===== config.mk =====
export PLATFORM = sky130hd
export DESIGN_NAME = hbd_top
export DESIGN_NICKNAME = d
export VERILOG_FILES = /design/src/hw/hbd_pkg.sv /design/src/hw/hbd_top.sv
export VERILOG_INCLUDE_DIRS = /design/src /design/src/hw
export SDC_FILE = /design/constraint.sdc
export NUM_CORES = 1
export LEC_CHECK = 0
export BUFFER_PORTS_ARGS = -buffer_cell sky130_fd_sc_hd__clkbuf_2
export CORE_MARGIN = 2
export CORE_UTILIZATION = 63
export CTS_BUF_LIST = sky130_fd_sc_hd__clkbuf_8
export CTS_CLUSTER_SIZE = 14
export DETAILED_ROUTE_END_ITERATION = 8
export PLACE_DENSITY_LB_ADDON = 0.3
export SYNTH_ARGS = -nofsm -noshare
export SYNTH_HDL_FRONTEND = slang
export SYNTH_SLANG_ARGS = --single-unit

===== constraint.sdc =====
create_clock -name core_clk -period 10 [get_ports core_clk]
set_input_delay 1 -clock core_clk [delete_from_list [all_inputs] [get_ports core_clk]]
set_output_delay 1 -clock core_clk [all_outputs]
set_load 0.1 [all_outputs]

===== src/hw/hbd_regs.svh =====
// Register map, field layout, reset values and timing of the burnout monitor.
`ifndef HBD_REGS_SVH
`define HBD_REGS_SVH

// Register byte offsets.
`define HBD_OFF_CTRL     8'h00
`define HBD_OFF_THRESH   8'h04
`define HBD_OFF_FLOOR    8'h08
`define HBD_OFF_PERSIST  8'h0c
`define HBD_OFF_PHASE_R  8'h10
`define HBD_OFF_CYCLE_R  8'h14
`define HBD_OFF_TEACH    8'h18
`define HBD_OFF_STATUS   8'h1c
`define HBD_OFF_MASK     8'h20
`define HBD_OFF_PRESENT  8'h24
`define HBD_OFF_STATE    8'h28

// Field positions.
`define HBD_CTRL_ACTION  1:0
`define HBD_CTRL_METHOD  2
`define HBD_CTRL_SECOND  5:4
`define HBD_TEACH_PHASE  0
`define HBD_TEACH_CYCLE  1
`define HBD_ST_ALARM     0
`define HBD_ST_TEACH_OK  1
`define HBD_ST_TEACH_BAD 2
`define HBD_STATE_ALARM  0
`define HBD_STATE_LVL2   1
`define HBD_STATE_TCC_OK 2
`define HBD_STATE_COND   3
`define HBD_STATE_COUNT  25:16

// Reset values and limits.
`define HBD_THR_RST      7'h64
`define HBD_THR_MIN      7'h01
`define HBD_PCT_FULL     7'h64
`define HBD_FLOOR_RST    10'h000
`define HBD_FLOOR_MAX    10'h3e8
`define HBD_PERSIST_RST  10'h096
`define HBD_PERSIST_MAX  10'h3e7
`define HBD_RES_MAX      10'h3e7
`define HBD_SECOND_NOTCH 2'h3
`define HBD_ALARM_CODE   8'h40

// Teach current floor, in percent of the rated current.
`define HBD_TEACH_PCT    32'h0000_000a
`define HBD_PCT_INT      32'h0000_0064

// Alarm flash output half period.
`define HBD_FLASH_MS     32'h0000_01f4
`define HBD_CLK_KHZ      32'h0001_e848

`endif


===== src/hw/hbd_pkg.sv =====
// Types shared by the heater burnout monitor.
package hbd_pkg;

  typedef enum logic [2:0] {
    HBD_IDLE  = 3'b001,
    HBD_DIV   = 3'b010,
    HBD_JUDGE = 3'b100
  } hbd_state_t;

  typedef enum logic [1:0] {
    HBD_ACT_OFF  = 2'h0,
    HBD_ACT_LVL1 = 2'h1,
    HBD_ACT_LVL2 = 2'h2
  } hbd_action_t;

endpackage


===== src/hw/hbd_top.sv =====
// Heater burnout monitor: resistance estimate, judgment, teaching, alarms.
//
// Chosen here: strobed register access and the placing of the registers.
`timescale 1ns/1ps
`include "hbd_regs.svh"

module hbd_top #(
  parameter int OUT_W         = 10,
  parameter int CUR_W         = 13,
  parameter int RATED_CURRENT = 2000,
  parameter int FLASH_CYCLES  = `HBD_FLASH_MS * `HBD_CLK_KHZ
) (
  // Clock and reset.
  input  wire logic             core_clk,
  input  wire logic             sys_rst,
  // Register port.
  input  wire logic [7:0]       reg_addr,
  input  wire logic [31:0]      reg_wdata,
  input  wire logic             reg_wr,
  input  wire logic             reg_rd,
  output logic      [31:0]      reg_rdata_q,
  // Measurements from the power stage, on this clock.
  input  wire logic [OUT_W-1:0] output_value,
  input  wire logic [CUR_W-1:0] load_current,
  // Pins: power-line zero cross level and alarm reset input.
  input  wire logic             zero_cross_pin,
  input  wire logic             alarm_reset_pin,
  // Alarm outputs.
  output logic                  alarm_level1_q,
  output logic                  alarm_level2_q,
  output logic                  alarm_flash_q,
  output logic      [7:0]       burnout_alarm_code_q,
  output logic                  irq_q
);
  import hbd_pkg::*;

  localparam int RES_W = 10;
  localparam int NUM_W = OUT_W + 7;
  localparam int CNT_W = $clog2(NUM_W + 1);
  localparam int FL_W  = $clog2(FLASH_CYCLES + 1);
  localparam logic [CUR_W-1:0] TEACH_MIN =
    CUR_W'(RATED_CURRENT * `HBD_TEACH_PCT / `HBD_PCT_INT);

  // Output value is in 0.1 % steps up to 100.0 %, current in 0.01 A.
  generate
    if (OUT_W < 10 || CUR_W < 4 || CUR_W > 24 || RATED_CURRENT < 10) begin : g_chk
      $error("hbd_top: parameter values not supported");
    end
  endgenerate

  // Settings.
  hbd_action_t            action_q;
  logic                   method_q;
  logic [1:0]             second_q;
  logic [6:0]             thresh_q;
  logic [9:0]             floor_q;
  logic [9:0]             persist_q;
  logic [RES_W-1:0]       phase_r_q;
  logic [RES_W-1:0]       cycle_r_q;
  logic [2:0]             status_q;
  logic [2:0]             mask_q;

  // Pin synchronisers and filtered levels.
  logic [2:0]             zc_s_q;
  logic                   zc_lvl_q;
  logic [2:0]             ar_s_q;
  logic                   ar_lvl_q;
  logic                   half_tick;

  // Estimator and judgment.
  hbd_state_t             state_q;
  logic [NUM_W-1:0]       quo_q;
  logic [CUR_W:0]         rem_q;
  logic [CUR_W-1:0]       den_q;
  logic [CNT_W-1:0]       step_q;
  logic                   open_q;
  logic [OUT_W-1:0]       out_q;
  logic [RES_W-1:0]       est_q;
  logic [RES_W-1:0]       est_d;
  logic [CUR_W:0]         rem_sh;
  logic                   burn_cond;
  logic                   cond_q;
  logic [9:0]             count_q;
  logic [9:0]             count_inc;
  logic                   alarm_q;
  logic                   lvl2_q;
  logic [FL_W-1:0]        flash_cnt_q;

  // Decoded accesses and events.
  logic                   wr_ctrl;
  logic                   wr_thresh;
  logic                   wr_floor;
  logic                   wr_persist;
  logic                   wr_phase;
  logic                   wr_cycle;
  logic                   wr_teach;
  logic                   wr_mask;
  logic                   rd_status;
  logic                   teach_ph;
  logic                   teach_cy;
  logic                   tcc_avail;
  logic                   cur_ok;
  logic                   ev_alarm;
  logic [2:0]             status_d;
  logic [RES_W-1:0]       char_sel;
  logic [6:0]             gap;
  logic [RES_W+6:0]       lhs;
  logic [RES_W+6:0]       rhs;

  always_comb begin
    wr_ctrl    = 1'b0;
    wr_thresh  = 1'b0;
    wr_floor   = 1'b0;
    wr_persist = 1'b0;
    wr_phase   = 1'b0;
    wr_cycle   = 1'b0;
    wr_teach   = 1'b0;
    wr_mask    = 1'b0;
    if (reg_addr == `HBD_OFF_CTRL) begin
      wr_ctrl = reg_wr;
    end else if (reg_addr == `HBD_OFF_THRESH) begin
      wr_thresh = reg_wr;
    end else if (reg_addr == `HBD_OFF_FLOOR) begin
      wr_floor = reg_wr;
    end else if (reg_addr == `HBD_OFF_PERSIST) begin
      wr_persist = reg_wr;
    end else if (reg_addr == `HBD_OFF_PHASE_R) begin
      wr_phase = reg_wr;
    end else if (reg_addr == `HBD_OFF_CYCLE_R) begin
      wr_cycle = reg_wr;
    end else if (reg_addr == `HBD_OFF_TEACH) begin
      wr_teach = reg_wr;
    end else if (reg_addr == `HBD_OFF_MASK) begin
      wr_mask = reg_wr;
    end
  end

  assign rd_status = reg_rd && (reg_addr == `HBD_OFF_STATUS);
  assign tcc_avail = !(method_q && second_q == `HBD_SECOND_NOTCH);
  assign cur_ok    = load_current >= TEACH_MIN;
  assign teach_ph  = wr_teach && reg_wdata[`HBD_TEACH_PHASE];
  assign teach_cy  = wr_teach && reg_wdata[`HBD_TEACH_CYCLE] && tcc_avail;

  // Only the three listed action codes are taken; 3 leaves the setting.
  always_ff @(posedge core_clk or posedge sys_rst) begin
    if (sys_rst) begin
      action_q <= HBD_ACT_OFF;
      method_q <= 1'b0;
      second_q <= 2'h0;
    end else if (wr_ctrl) begin
      if (reg_wdata[`HBD_CTRL_ACTION] != 2'h3) begin
        action_q <= hbd_action_t'(reg_wdata[`HBD_CTRL_ACTION]);
      end
      method_q <= reg_wdata[`HBD_CTRL_METHOD];
      second_q <= reg_wdata[`HBD_CTRL_SECOND];
    end
  end

  // Out of range writes are ignored so the judgment never sees them.
  always_ff @(posedge core_clk or posedge sys_rst) begin
    if (sys_rst) begin
      thresh_q  <= `HBD_THR_RST;
      floor_q   <= `HBD_FLOOR_RST;
      persist_q <= `HBD_PERSIST_RST;
      mask_q    <= 3'h0;
    end else begin
      if (wr_thresh && reg_wdata[31:7] == 25'h000_0000 &&
          reg_wdata[6:0] >= `HBD_THR_MIN &&
          reg_wdata[6:0] <= `HBD_PCT_FULL) begin
        thresh_q <= reg_wdata[6:0];
      end
      if (wr_floor && reg_wdata[31:10] == 22'h00_0000 &&
          reg_wdata[9:0] <= `HBD_FLOOR_MAX) begin
        floor_q <= reg_wdata[9:0];
      end
      if (wr_persist && reg_wdata[31:10] == 22'h00_0000 &&
          reg_wdata[9:0] <= `HBD_PERSIST_MAX) begin
        persist_q <= reg_wdata[9:0];
      end
      if (wr_mask) begin
        mask_q <= reg_wdata[2:0];
      end
    end
  end

  // Characteristic values: direct write or teach from the last estimate.
  always_ff @(posedge core_clk or posedge sys_rst) begin
    if (sys_rst) begin
      phase_r_q <= `HBD_RES_MAX;
      cycle_r_q <= `HBD_RES_MAX;
    end else begin
      if (wr_phase && reg_wdata[31:10] == 22'h00_0000 &&
          reg_wdata[9:0] <= `HBD_RES_MAX) begin
        phase_r_q <= reg_wdata[RES_W-1:0];
      end else if (teach_ph && cur_ok) begin
        phase_r_q <= est_q;
      end
      if (wr_cycle && reg_wdata[31:10] == 22'h00_0000 &&
          reg_wdata[9:0] <= `HBD_RES_MAX) begin
        cycle_r_q <= reg_wdata[RES_W-1:0];
      end else if (teach_cy && cur_ok) begin
        cycle_r_q <= est_q;
      end
    end
  end

  // Three-stage pin sampling; a level moves once stages two and three agree.
  always_ff @(posedge core_clk or posedge sys_rst) begin
    if (sys_rst) begin
      zc_s_q   <= 3'h0;
      zc_lvl_q <= 1'b0;
      ar_s_q   <= 3'h0;
      ar_lvl_q <= 1'b0;
    end else begin
      zc_s_q <= {zc_s_q[1:0], zero_cross_pin};
      ar_s_q <= {ar_s_q[1:0], alarm_reset_pin};
      if (zc_s_q[1] == zc_s_q[2]) begin
        zc_lvl_q <= zc_s_q[2];
      end
      if (ar_s_q[1] == ar_s_q[2]) begin
        ar_lvl_q <= ar_s_q[2];
      end
    end
  end

  // Each edge of the zero cross level starts one power half cycle.
  assign half_tick = (zc_s_q[1] == zc_s_q[2]) && (zc_s_q[2] != zc_lvl_q);

  // Estimate = 100 V * output / current, a serial divide per half cycle.
  // The supply voltage cancels, so no voltage measurement is needed.
  assign rem_sh = {rem_q[CUR_W-1:0], quo_q[NUM_W-1]};

  always_ff @(posedge core_clk or posedge sys_rst) begin
    if (sys_rst) begin
      state_q <= HBD_IDLE;
      quo_q   <= '0;
      rem_q   <= '0;
      den_q   <= '0;
      step_q  <= '0;
      open_q  <= 1'b0;
      out_q   <= '0;
    end else begin
      case (state_q)
        HBD_IDLE: begin
          if (half_tick) begin
            quo_q  <= NUM_W'(output_value) * NUM_W'(`HBD_PCT_FULL);
            rem_q  <= '0;
            den_q  <= load_current;
            out_q  <= output_value;
            step_q <= CNT_W'(NUM_W);
            open_q <= (load_current == '0);
            state_q <= (load_current == '0) ? HBD_JUDGE : HBD_DIV;
          end
        end
        HBD_DIV: begin
          if (rem_sh >= {1'b0, den_q}) begin
            rem_q <= rem_sh - {1'b0, den_q};
            quo_q <= {quo_q[NUM_W-2:0], 1'b1};
          end else begin
            rem_q <= rem_sh;
            quo_q <= {quo_q[NUM_W-2:0], 1'b0};
          end
          step_q <= step_q - CNT_W'(1);
          if (step_q == CNT_W'(1)) begin
            state_q <= HBD_JUDGE;
          end
        end
        HBD_JUDGE: begin
          state_q <= HBD_IDLE;
        end
        default: begin
          state_q <= HBD_IDLE;
        end
      endcase
    end
  end

  // A dead load or an estimate past the range reads as the top value.
  always_comb begin
    if (open_q || quo_q > NUM_W'(`HBD_RES_MAX)) begin
      est_d = `HBD_RES_MAX;
    end else begin
      est_d = quo_q[RES_W-1:0];
    end
  end

  always_ff @(posedge core_clk or posedge sys_rst) begin
    if (sys_rst) begin
      est_q <= '0;
    end else if (state_q == HBD_JUDGE) begin
      est_q <= est_d;
    end
  end

  // Cross-multiplied form avoids dividing by (100 - threshold).
  assign char_sel = method_q ? cycle_r_q : phase_r_q;
  assign gap      = `HBD_PCT_FULL - thresh_q;
  assign lhs      = (RES_W+7)'(est_d) * (RES_W+7)'(gap);
  assign rhs      = (RES_W+7)'(char_sel) * (RES_W+7)'(`HBD_PCT_FULL);

  always_comb begin
    burn_cond = 1'b0;
    if (action_q != HBD_ACT_OFF && out_q >= floor_q) begin
      burn_cond = open_q || (lhs >= rhs);
    end
  end

  assign count_inc = (count_q == 10'h3ff) ? count_q : count_q + 10'h001;
  assign ev_alarm  = (state_q == HBD_JUDGE) && burn_cond && !alarm_q &&
                     (count_inc >= persist_q);

  always_ff @(posedge core_clk or posedge sys_rst) begin
    if (sys_rst) begin
      count_q <= 10'h000;
      cond_q  <= 1'b0;
    end else if (state_q == HBD_JUDGE) begin
      cond_q <= burn_cond;
      if (burn_cond) begin
        count_q <= count_inc;
      end else begin
        count_q <= 10'h000;
      end
    end
  end

  // The alarm holds until the reset input, whatever the settings do after.
  always_ff @(posedge core_clk or posedge sys_rst) begin
    if (sys_rst) begin
      alarm_q <= 1'b0;
      lvl2_q  <= 1'b0;
    end else if (ar_lvl_q) begin
      alarm_q <= 1'b0;
      lvl2_q  <= 1'b0;
    end else if (ev_alarm) begin
      alarm_q <= 1'b1;
      lvl2_q  <= (action_q == HBD_ACT_LVL2);
    end
  end

  always_ff @(posedge core_clk or posedge sys_rst) begin
    if (sys_rst) begin
      flash_cnt_q          <= '0;
      alarm_flash_q        <= 1'b0;
      alarm_level1_q       <= 1'b0;
      alarm_level2_q       <= 1'b0;
      burnout_alarm_code_q <= 8'h00;
    end else begin
      alarm_level1_q       <= alarm_q && !lvl2_q;
      alarm_level2_q       <= alarm_q && lvl2_q;
      burnout_alarm_code_q <= alarm_q ? `HBD_ALARM_CODE : 8'h00;
      if (!alarm_q) begin
        flash_cnt_q   <= '0;
        alarm_flash_q <= 1'b0;
      end else if (flash_cnt_q == FL_W'(FLASH_CYCLES - 1)) begin
        flash_cnt_q   <= '0;
        alarm_flash_q <= !alarm_flash_q;
      end else begin
        flash_cnt_q <= flash_cnt_q + FL_W'(1);
      end
    end
  end

  // Sticky events; a set in the cycle of the clearing read survives.
  always_comb begin
    status_d = rd_status ? 3'h0 : status_q;
    status_d[`HBD_ST_ALARM] = status_d[`HBD_ST_ALARM] | ev_alarm;
    status_d[`HBD_ST_TEACH_OK] = status_d[`HBD_ST_TEACH_OK] |
      ((teach_ph || teach_cy) && cur_ok);
    status_d[`HBD_ST_TEACH_BAD] = status_d[`HBD_ST_TEACH_BAD] |
      (wr_teach && !cur_ok &&
       (reg_wdata[`HBD_TEACH_PHASE] || reg_wdata[`HBD_TEACH_CYCLE])) |
      (wr_teach && reg_wdata[`HBD_TEACH_CYCLE] && !tcc_avail);
  end

  always_ff @(posedge core_clk or posedge sys_rst) begin
    if (sys_rst) begin
      status_q <= 3'h0;
      irq_q    <= 1'b0;
    end else begin
      status_q <= status_d;
      irq_q    <= |(status_d & mask_q);
    end
  end

  // Read data stand in the cycle after the read strobe only.
  always_ff @(posedge core_clk or posedge sys_rst) begin
    if (sys_rst) begin
      reg_rdata_q <= 32'h0000_0000;
    end else begin
      reg_rdata_q <= 32'h0000_0000;
      if (reg_rd) begin
        if (reg_addr == `HBD_OFF_CTRL) begin
          reg_rdata_q[`HBD_CTRL_ACTION] <= action_q;
          reg_rdata_q[`HBD_CTRL_METHOD] <= method_q;
          reg_rdata_q[`HBD_CTRL_SECOND] <= second_q;
        end else if (reg_addr == `HBD_OFF_THRESH) begin
          reg_rdata_q[6:0] <= thresh_q;
        end else if (reg_addr == `HBD_OFF_FLOOR) begin
          reg_rdata_q[9:0] <= floor_q;
        end else if (reg_addr == `HBD_OFF_PERSIST) begin
          reg_rdata_q[9:0] <= persist_q;
        end else if (reg_addr == `HBD_OFF_PHASE_R) begin
          reg_rdata_q[RES_W-1:0] <= phase_r_q;
        end else if (reg_addr == `HBD_OFF_CYCLE_R) begin
          reg_rdata_q[RES_W-1:0] <= cycle_r_q;
        end else if (reg_addr == `HBD_OFF_STATUS) begin
          reg_rdata_q[2:0] <= status_q;
        end else if (reg_addr == `HBD_OFF_MASK) begin
          reg_rdata_q[2:0] <= mask_q;
        end else if (reg_addr == `HBD_OFF_PRESENT) begin
          reg_rdata_q[RES_W-1:0] <= est_q;
        end else if (reg_addr == `HBD_OFF_STATE) begin
          reg_rdata_q[`HBD_STATE_ALARM]  <= alarm_q;
          reg_rdata_q[`HBD_STATE_LVL2]   <= lvl2_q;
          reg_rdata_q[`HBD_STATE_TCC_OK] <= tcc_avail;
          reg_rdata_q[`HBD_STATE_COND]   <= cond_q;
          reg_rdata_q[`HBD_STATE_COUNT]  <= count_q;
        end
      end
    end
  end

endmodule


# After elaboration in Yosys (flattened, before gate mapping)
# Index checks and enable logic that the tools add are counted.
word_totals:
  reg_bits: 208
  latch_bits: 0
  ramBits: 0
  mem_bits_ro: 0
  in_bits: 69
  out_inout_bits: 44
  word_cells: 229
  memories: 0
classes:
  n_addsub: 5
  n_mul: 3
  div: 0
  magnitude_cmp: 10
  n_eq_ne: 25
  shift: 0
  mux: 96
  bitwise: 5
  reduce_logical: 52
ops:
  columns: ["op", "count"]
  rows:
  - ["10-bit 2-to-1 mux", 24]
  - ["26-bit 2-to-1 mux", 2]
  - ["1-bit 2-to-1 mux", 45]
  - ["17-bit case mux with 2 select lines", 1]
  - ["8-bit by 5-bit == test with 1-bit output (second input constant)", 4]
  - ["10-bit by 5-bit multiplier with 15-bit output (second input constant)", 2]
  - ["1-bit logical AND", 29]
  - ["7-bit 2-to-1 mux", 4]
  - ["26-bit by 1-bit adder with 26-bit output (second input constant)", 1]
  - ["26-bit == test (second input constant)", 1]
  - ["13-bit 2-to-1 mux", 2]
  - ["13-bit case mux with 2 select lines", 1]
  - ["25-bit logical NOT", 1]
  - ["8-bit by 6-bit == test with 1-bit output (second input constant)", 3]
  - ["3-bit 2-to-1 mux", 8]
  - ["22-bit logical NOT", 1]
  - ["10-bit greater-or-equal comparator", 2]
  - ["10-bit less-or-equal comparator (second input constant)", 2]
  - ["17-bit greater-or-equal comparator", 1]
  - ["17-bit by 10-bit greater-than comparator with 1-bit output (second input constant)", 1]
  - ["10-bit by 7-bit multiplier with 17-bit output", 1]
  - ["17-bit 2-to-1 mux", 1]
  - ["8-bit by 4-bit == test with 1-bit output (second input constant)", 2]
  - ["14-bit by 13-bit greater-or-equal comparator with 1-bit output", 1]
  - ["33 further kinds", 56]

# Longest topological paths before layout
depth:
  word_depth: 15
  ltp_mapped: 31

# Least setup slack after synthesis
# Ideal clock, no wire load.
synth_timing:
  path_type: "register to register"
  start: "register thresh_q[0]"
  end: "register irq_q"
  setup_time_ns: 0.126
  arrival_ns: 7.001
  setup_slack_ns: 2.873
  path_stages_with_launch: 32
  path_buffers: 1
  cell_sequence: "dfrtp_1 > clkbuf_1 > inv_1 > ha_1 > inv_1 > a21oi_1 > inv_1 > o21ai_0 > xnor2_1 > or2_2 > fa_1 > fa_1 > inv_1 > fa_1 > inv_1 > fa_1 > inv_1 > ha_1 > o21a_1 > o31a_1 > o211ai_1 > a21oi_1 > o221a_2 > o41ai_2 > xnor2_1 > ha_1 > nand3_1 > nor2_1 > a2111oi_2 > a211o_1 > a211oi_4 > a221o_1"
synth_via:
  elab_chain_cells: 11
synth_lines:
  columns: ["item", "line", "text"]
  rows:
  - ["from (decl)", "hbd_top.sv:55", "logic [6:0] thresh_q;"]
  - ["from (signal assigned)", "hbd_top.sv:162", "thresh_q <= `HBD_THR_RST;"]
  - ["from (signal assigned)", "hbd_top.sv:170", "thresh_q <= reg_wdata[6:0];"]
  - ["7-bit subtractor (no line)", null, null]
  - ["10-bit by 7-bit multiplier with 17-bit output", "hbd_top.sv:298", "assign lhs = (RES_W+7)'(est_d) * (RES_W+7)'(gap);"]
  - ["17-bit greater-or-equal comparator", "hbd_top.sv:304", "burn_cond = open_q || (lhs >= rhs);"]
  - ["1-bit logical OR", "hbd_top.sv:304", null]
  - ["1-bit 2-to-1 mux", "hbd_top.sv:303", "if (action_q != HBD_ACT_OFF && out_q >= floor_q) begin"]
  - ["1-bit logical AND (3 in a row)", "hbd_top.sv:309", "assign ev_alarm = (state_q == HBD_JUDGE) && burn_cond && !alarm_q &&"]
  - ["1-bit bitwise OR", "hbd_top.sv:366", "status_d[`HBD_ST_ALARM] = status_d[`HBD_ST_ALARM] | ev_alarm;"]
  - ["3-bit AND", "hbd_top.sv:381", "irq_q <= |(status_d & mask_q);"]
  - ["3-bit OR reduction", "hbd_top.sv:381", null]
  - ["to (signal assigned)", "hbd_top.sv:381", null]
  - ["to (decl)", "hbd_top.sv:33", "output logic irq_q"]
# No other way between the ends.
# A chain may end at the register's enable or synchronous reset.

# Worst setup path in the final report
# Same ends and word-level chain as after synthesis.

==> results.toml <==
[timing]
clock.fmax_mhz = 122
period_needed_ps = 8220
maxSlewHeadroom = 0.202
finalSetupViolCount = 0
slew_violations = 0
skew_ps = 27.7
grt_setup_unrepaired = "no"
finalCritPeriodShare = 0.822
hold_violations = 0
tns_ps = 0
tightestPinTransition_ps = 1200

[grt]
grt_first_pass_wirelength_um = 58800
antenna_found_initial = 0
overflow = 0
grtUsageTotal = 0.296
grt_pass1_vias = 11900
grt_max_degree = 123

[min_path]
hold_end = "ar_s_q[1]"
min_from = "ar_s_q[0]"
whs_path_depth = 0
worstHoldPathType = "flip-flop to flip-flop"

[worst_setup_path]
worst-r2r-cell-count = 30
reg2reg_slack_ps = 1780
crit_top_cell = "inv_1"
timing.rr.end = "irq_q"
cp-start-kind = "flip-flop"
slowest_stage = "a2111oi_2"
critPathKind = "flip-flop to flip-flop"
end_kind = "flip-flop"
max_stage_delay_ps = 770
crit_arrival_ps = 8630
required_ps = 10410
cp_max_fo = 12
timing.rr.start = "thresh_q[0]"

[run]
maxCapViolCount = 0

[cts]
cts_hold_buffers = 0
cts_resized = 0
clk_latency_ps = 540
cts_tree = "built"
cts-root-buf = "clkbuf_8"
post_cts.repair.setup_buffers = 0
cts_buffers = 36
cts_max_level = 2
cts_sinks = 202
clk_pin_slew_ps = 60
cts_buffer_depth = 3

[cells_and_area]
drive_above_1_share = 0.129
antenna_cells = 0
fin_cells = 2085
final_nets = 2016
area_growth_pct = 8.83

[placement]
dp.cells = 2021
dp.final_hpwl_um = 27300
io_buffer_count = 93
globalplace.congestion = 0.990

[power]
ir_drop_uv = 151
switchingPower_mw = 1.44
clkPwrFrac = 0.213
p_comb_frac = 0.493
p_seq_frac = 0.294
netSwitchingFraction = 0.413
p_leak_nw = 8.16
power_density_mw_per_mm2 = 213
power.internal_mw = 2.05

[yosys]
synth_top_area_frac = 0.296
ys_types = 86
synthCells = 1653
yosysWarnings = 0
syn_avg_cell_area_um2 = 9.10
synth_edf_count = 0
ys_top_cells_by_area = "dfrtp_1 30%, ha_1 13%, fa_1 6.7%, nor2_1 4.5%, dfstp_2 4.2%"
synthArstFlopShare = 1.00
synth_flop_cell = "dfrtp_1"
synth_seq_cells = 202
yosysTopAreaCell = "dfrtp_1"
netlist_area_mm2 = 0.0150
yosysSeqAreaShare = 0.338

[floorplan]
core_area_mm2 = 0.0235
initial_utilization = 0.641
ios = 113
fp.dieH_um = 159
fp.dieW_um = 159
die_area_mm2 = 0.0251
rows = 56

[drt]
num_vias = 12300
drt_iter0_drc = 817
drt-vias-per-instance = 5.90
antenna_left = 0
avgRoutedWirePerCell_um = 17.3
routed_wl_um = 36200
drtPass1Iterations = 5
remaining_drc_errors = 0

[run_status]
status = "completed"
## flip-flops by register name, summed over array words and instances (netlist names), 5 cells and up
register	count
reg_rdata_q	20
quo_q	17
rem_q	13
den_q	13
step_q	5
floor_q	10
flash_cnt_q	26
persist_q	10
phase_r_q	10
thresh_q	7
cycle_r_q	10
count_q	10
est_q	10
out_q	10
## stage by stage
| step | hold slack (ps) | area, µm² | power, mW | setup slack [ps] | utilization |
|---|---|---|---|---|---|
| CTS | 348 | 16400 | 3.50 | 1820 | 0.697 |
| global route | 361 | 16400 | 3.78 | 1350 | 0.697 |
| floorplan | 331 | 15100 | 2.34 | 2870 | - |
| global placement | 336 | 15700 | 2.65 | 2080 | 0.668 |
| detailed placement | 336 | 15700 | 2.74 | 1870 | 0.668 |
| finish | 349 | 16400 | 3.49 | 1780 | 0.697 |
## Yosys cell counts, types with 5 or more instances
cell type	number
a211oi_1	7
or3_1	10
nand3_1	42
buf_1	5
nand2b_1	11
nor2b_1	17
inv_1	162
and3_1	16
nand2_1	159
a31oi_1	14
o221ai_1	7
mux2i_1	34
dfrtp_1	178
buf_4	19
nor4_1	14
buf_2	13
clkbuf_1	28
or2_2	14
a22oi_1	15
a22o_1	16
nor3_1	24
xor2_1	26
o21ai_1	11
o22ai_1	6
and2_1	17
nor3b_1	6
dfstp_2	24
o21ai_0	91
nor2_1	180
fa_1	50
xnor2_1	39
a21oi_1	86
o21a_1	8
mux2_2	20
ha_1	157
a21o_1	15
mux2_1	9
nand4_1	16
o211ai_1	9
## critical path, delay by kind of cell, from the launching register on
family	cells	cell delay [ps]
AO/OA/AOI/OAI	12	3260
XOR/XNOR	2	420
adder cells (fa/ha/maj)	7	2920
buffers and inverters	6	440
flip-flops	1	510
AND/OR/NAND/NOR	3	530
## routing by layer
metal	global-route usage	routed length [µm]	share of wire	up-vias
li1	-	-	-	5856
met1	0.382	15200	0.42	5900
met2	0.505	17500	0.48	435
met3	0.0411	2200	0.061	105
met4	0.116	1370	0.038	0
met5	0	0	0	-
## cell usage in the layout (no fill, tap or decap), types with 16 or more instances in the layout
cell	instances
nand4_1	16
ha_1	157
mux2i_1	34
dfstp_2	24
clkbuf_2	93
a22o_1	16
clkbuf_8	42
nand2_1	159
dfrtp_1	178
nor3_1	24
xor2_1	26
and3_1	16
a21oi_1	86
nand3_1	42
conb_1	19
and2_1	17
nor2_1	180
inv_1	180
xnor2_1	39
mux2_2	20
fa_1	50
o21ai_0	91
## how the worst max path moves through the flow
stage	startpoint	end
global placement	thresh_q[0]	irq_q
global route	thresh_q[0]	irq_q
floorplan	thresh_q[0]	irq_q
CTS	thresh_q[0]	irq_q
finish	thresh_q[0]	irq_q
detailed placement	thresh_q[0]	irq_q
## cell type report
type	instances	area (µm²)
clock inverter	22	118
fill	1861	7110
tap	319	399
multi-input combinational	1239	9070
timing repair buffer	97	495
sequential	202	5080
inverter	164	623
clock buffer	42	578
## power groups by stage
stage               Combinational [mW]  Sequential [mW]  Clock [mW]
floorplan                         1.33             1.01           0
global placement                  1.62             1.03           0
detailed placement                1.71             1.03           0
CTS                               1.72             1.02       0.755
global route                      1.95             1.04       0.793
finish                            1.72             1.02       0.744
## kinds of logic (layout without fill, tap and decap cells)
| logic type | after synthesis | in the layout | share of synthesized area |
|---|---|---|---|
| AOI/OAI and AO/OA | 332 | 332 | 0.142 |
| xor gates and xnor gates | 65 | 65 | 0.0379 |
| adders and majority gates | 209 | 209 | 0.199 |
| buffers and inverters | 230 | 325 | 0.0637 |
| DFF | 202 | 202 | 0.338 |
| muxes | 63 | 63 | 0.0443 |
| other | 1 | 19 | 0.000249 |
| and+or+nand+nor | 551 | 551 | 0.176 |
No activity file was read; power rests on OpenSTA's default activity.
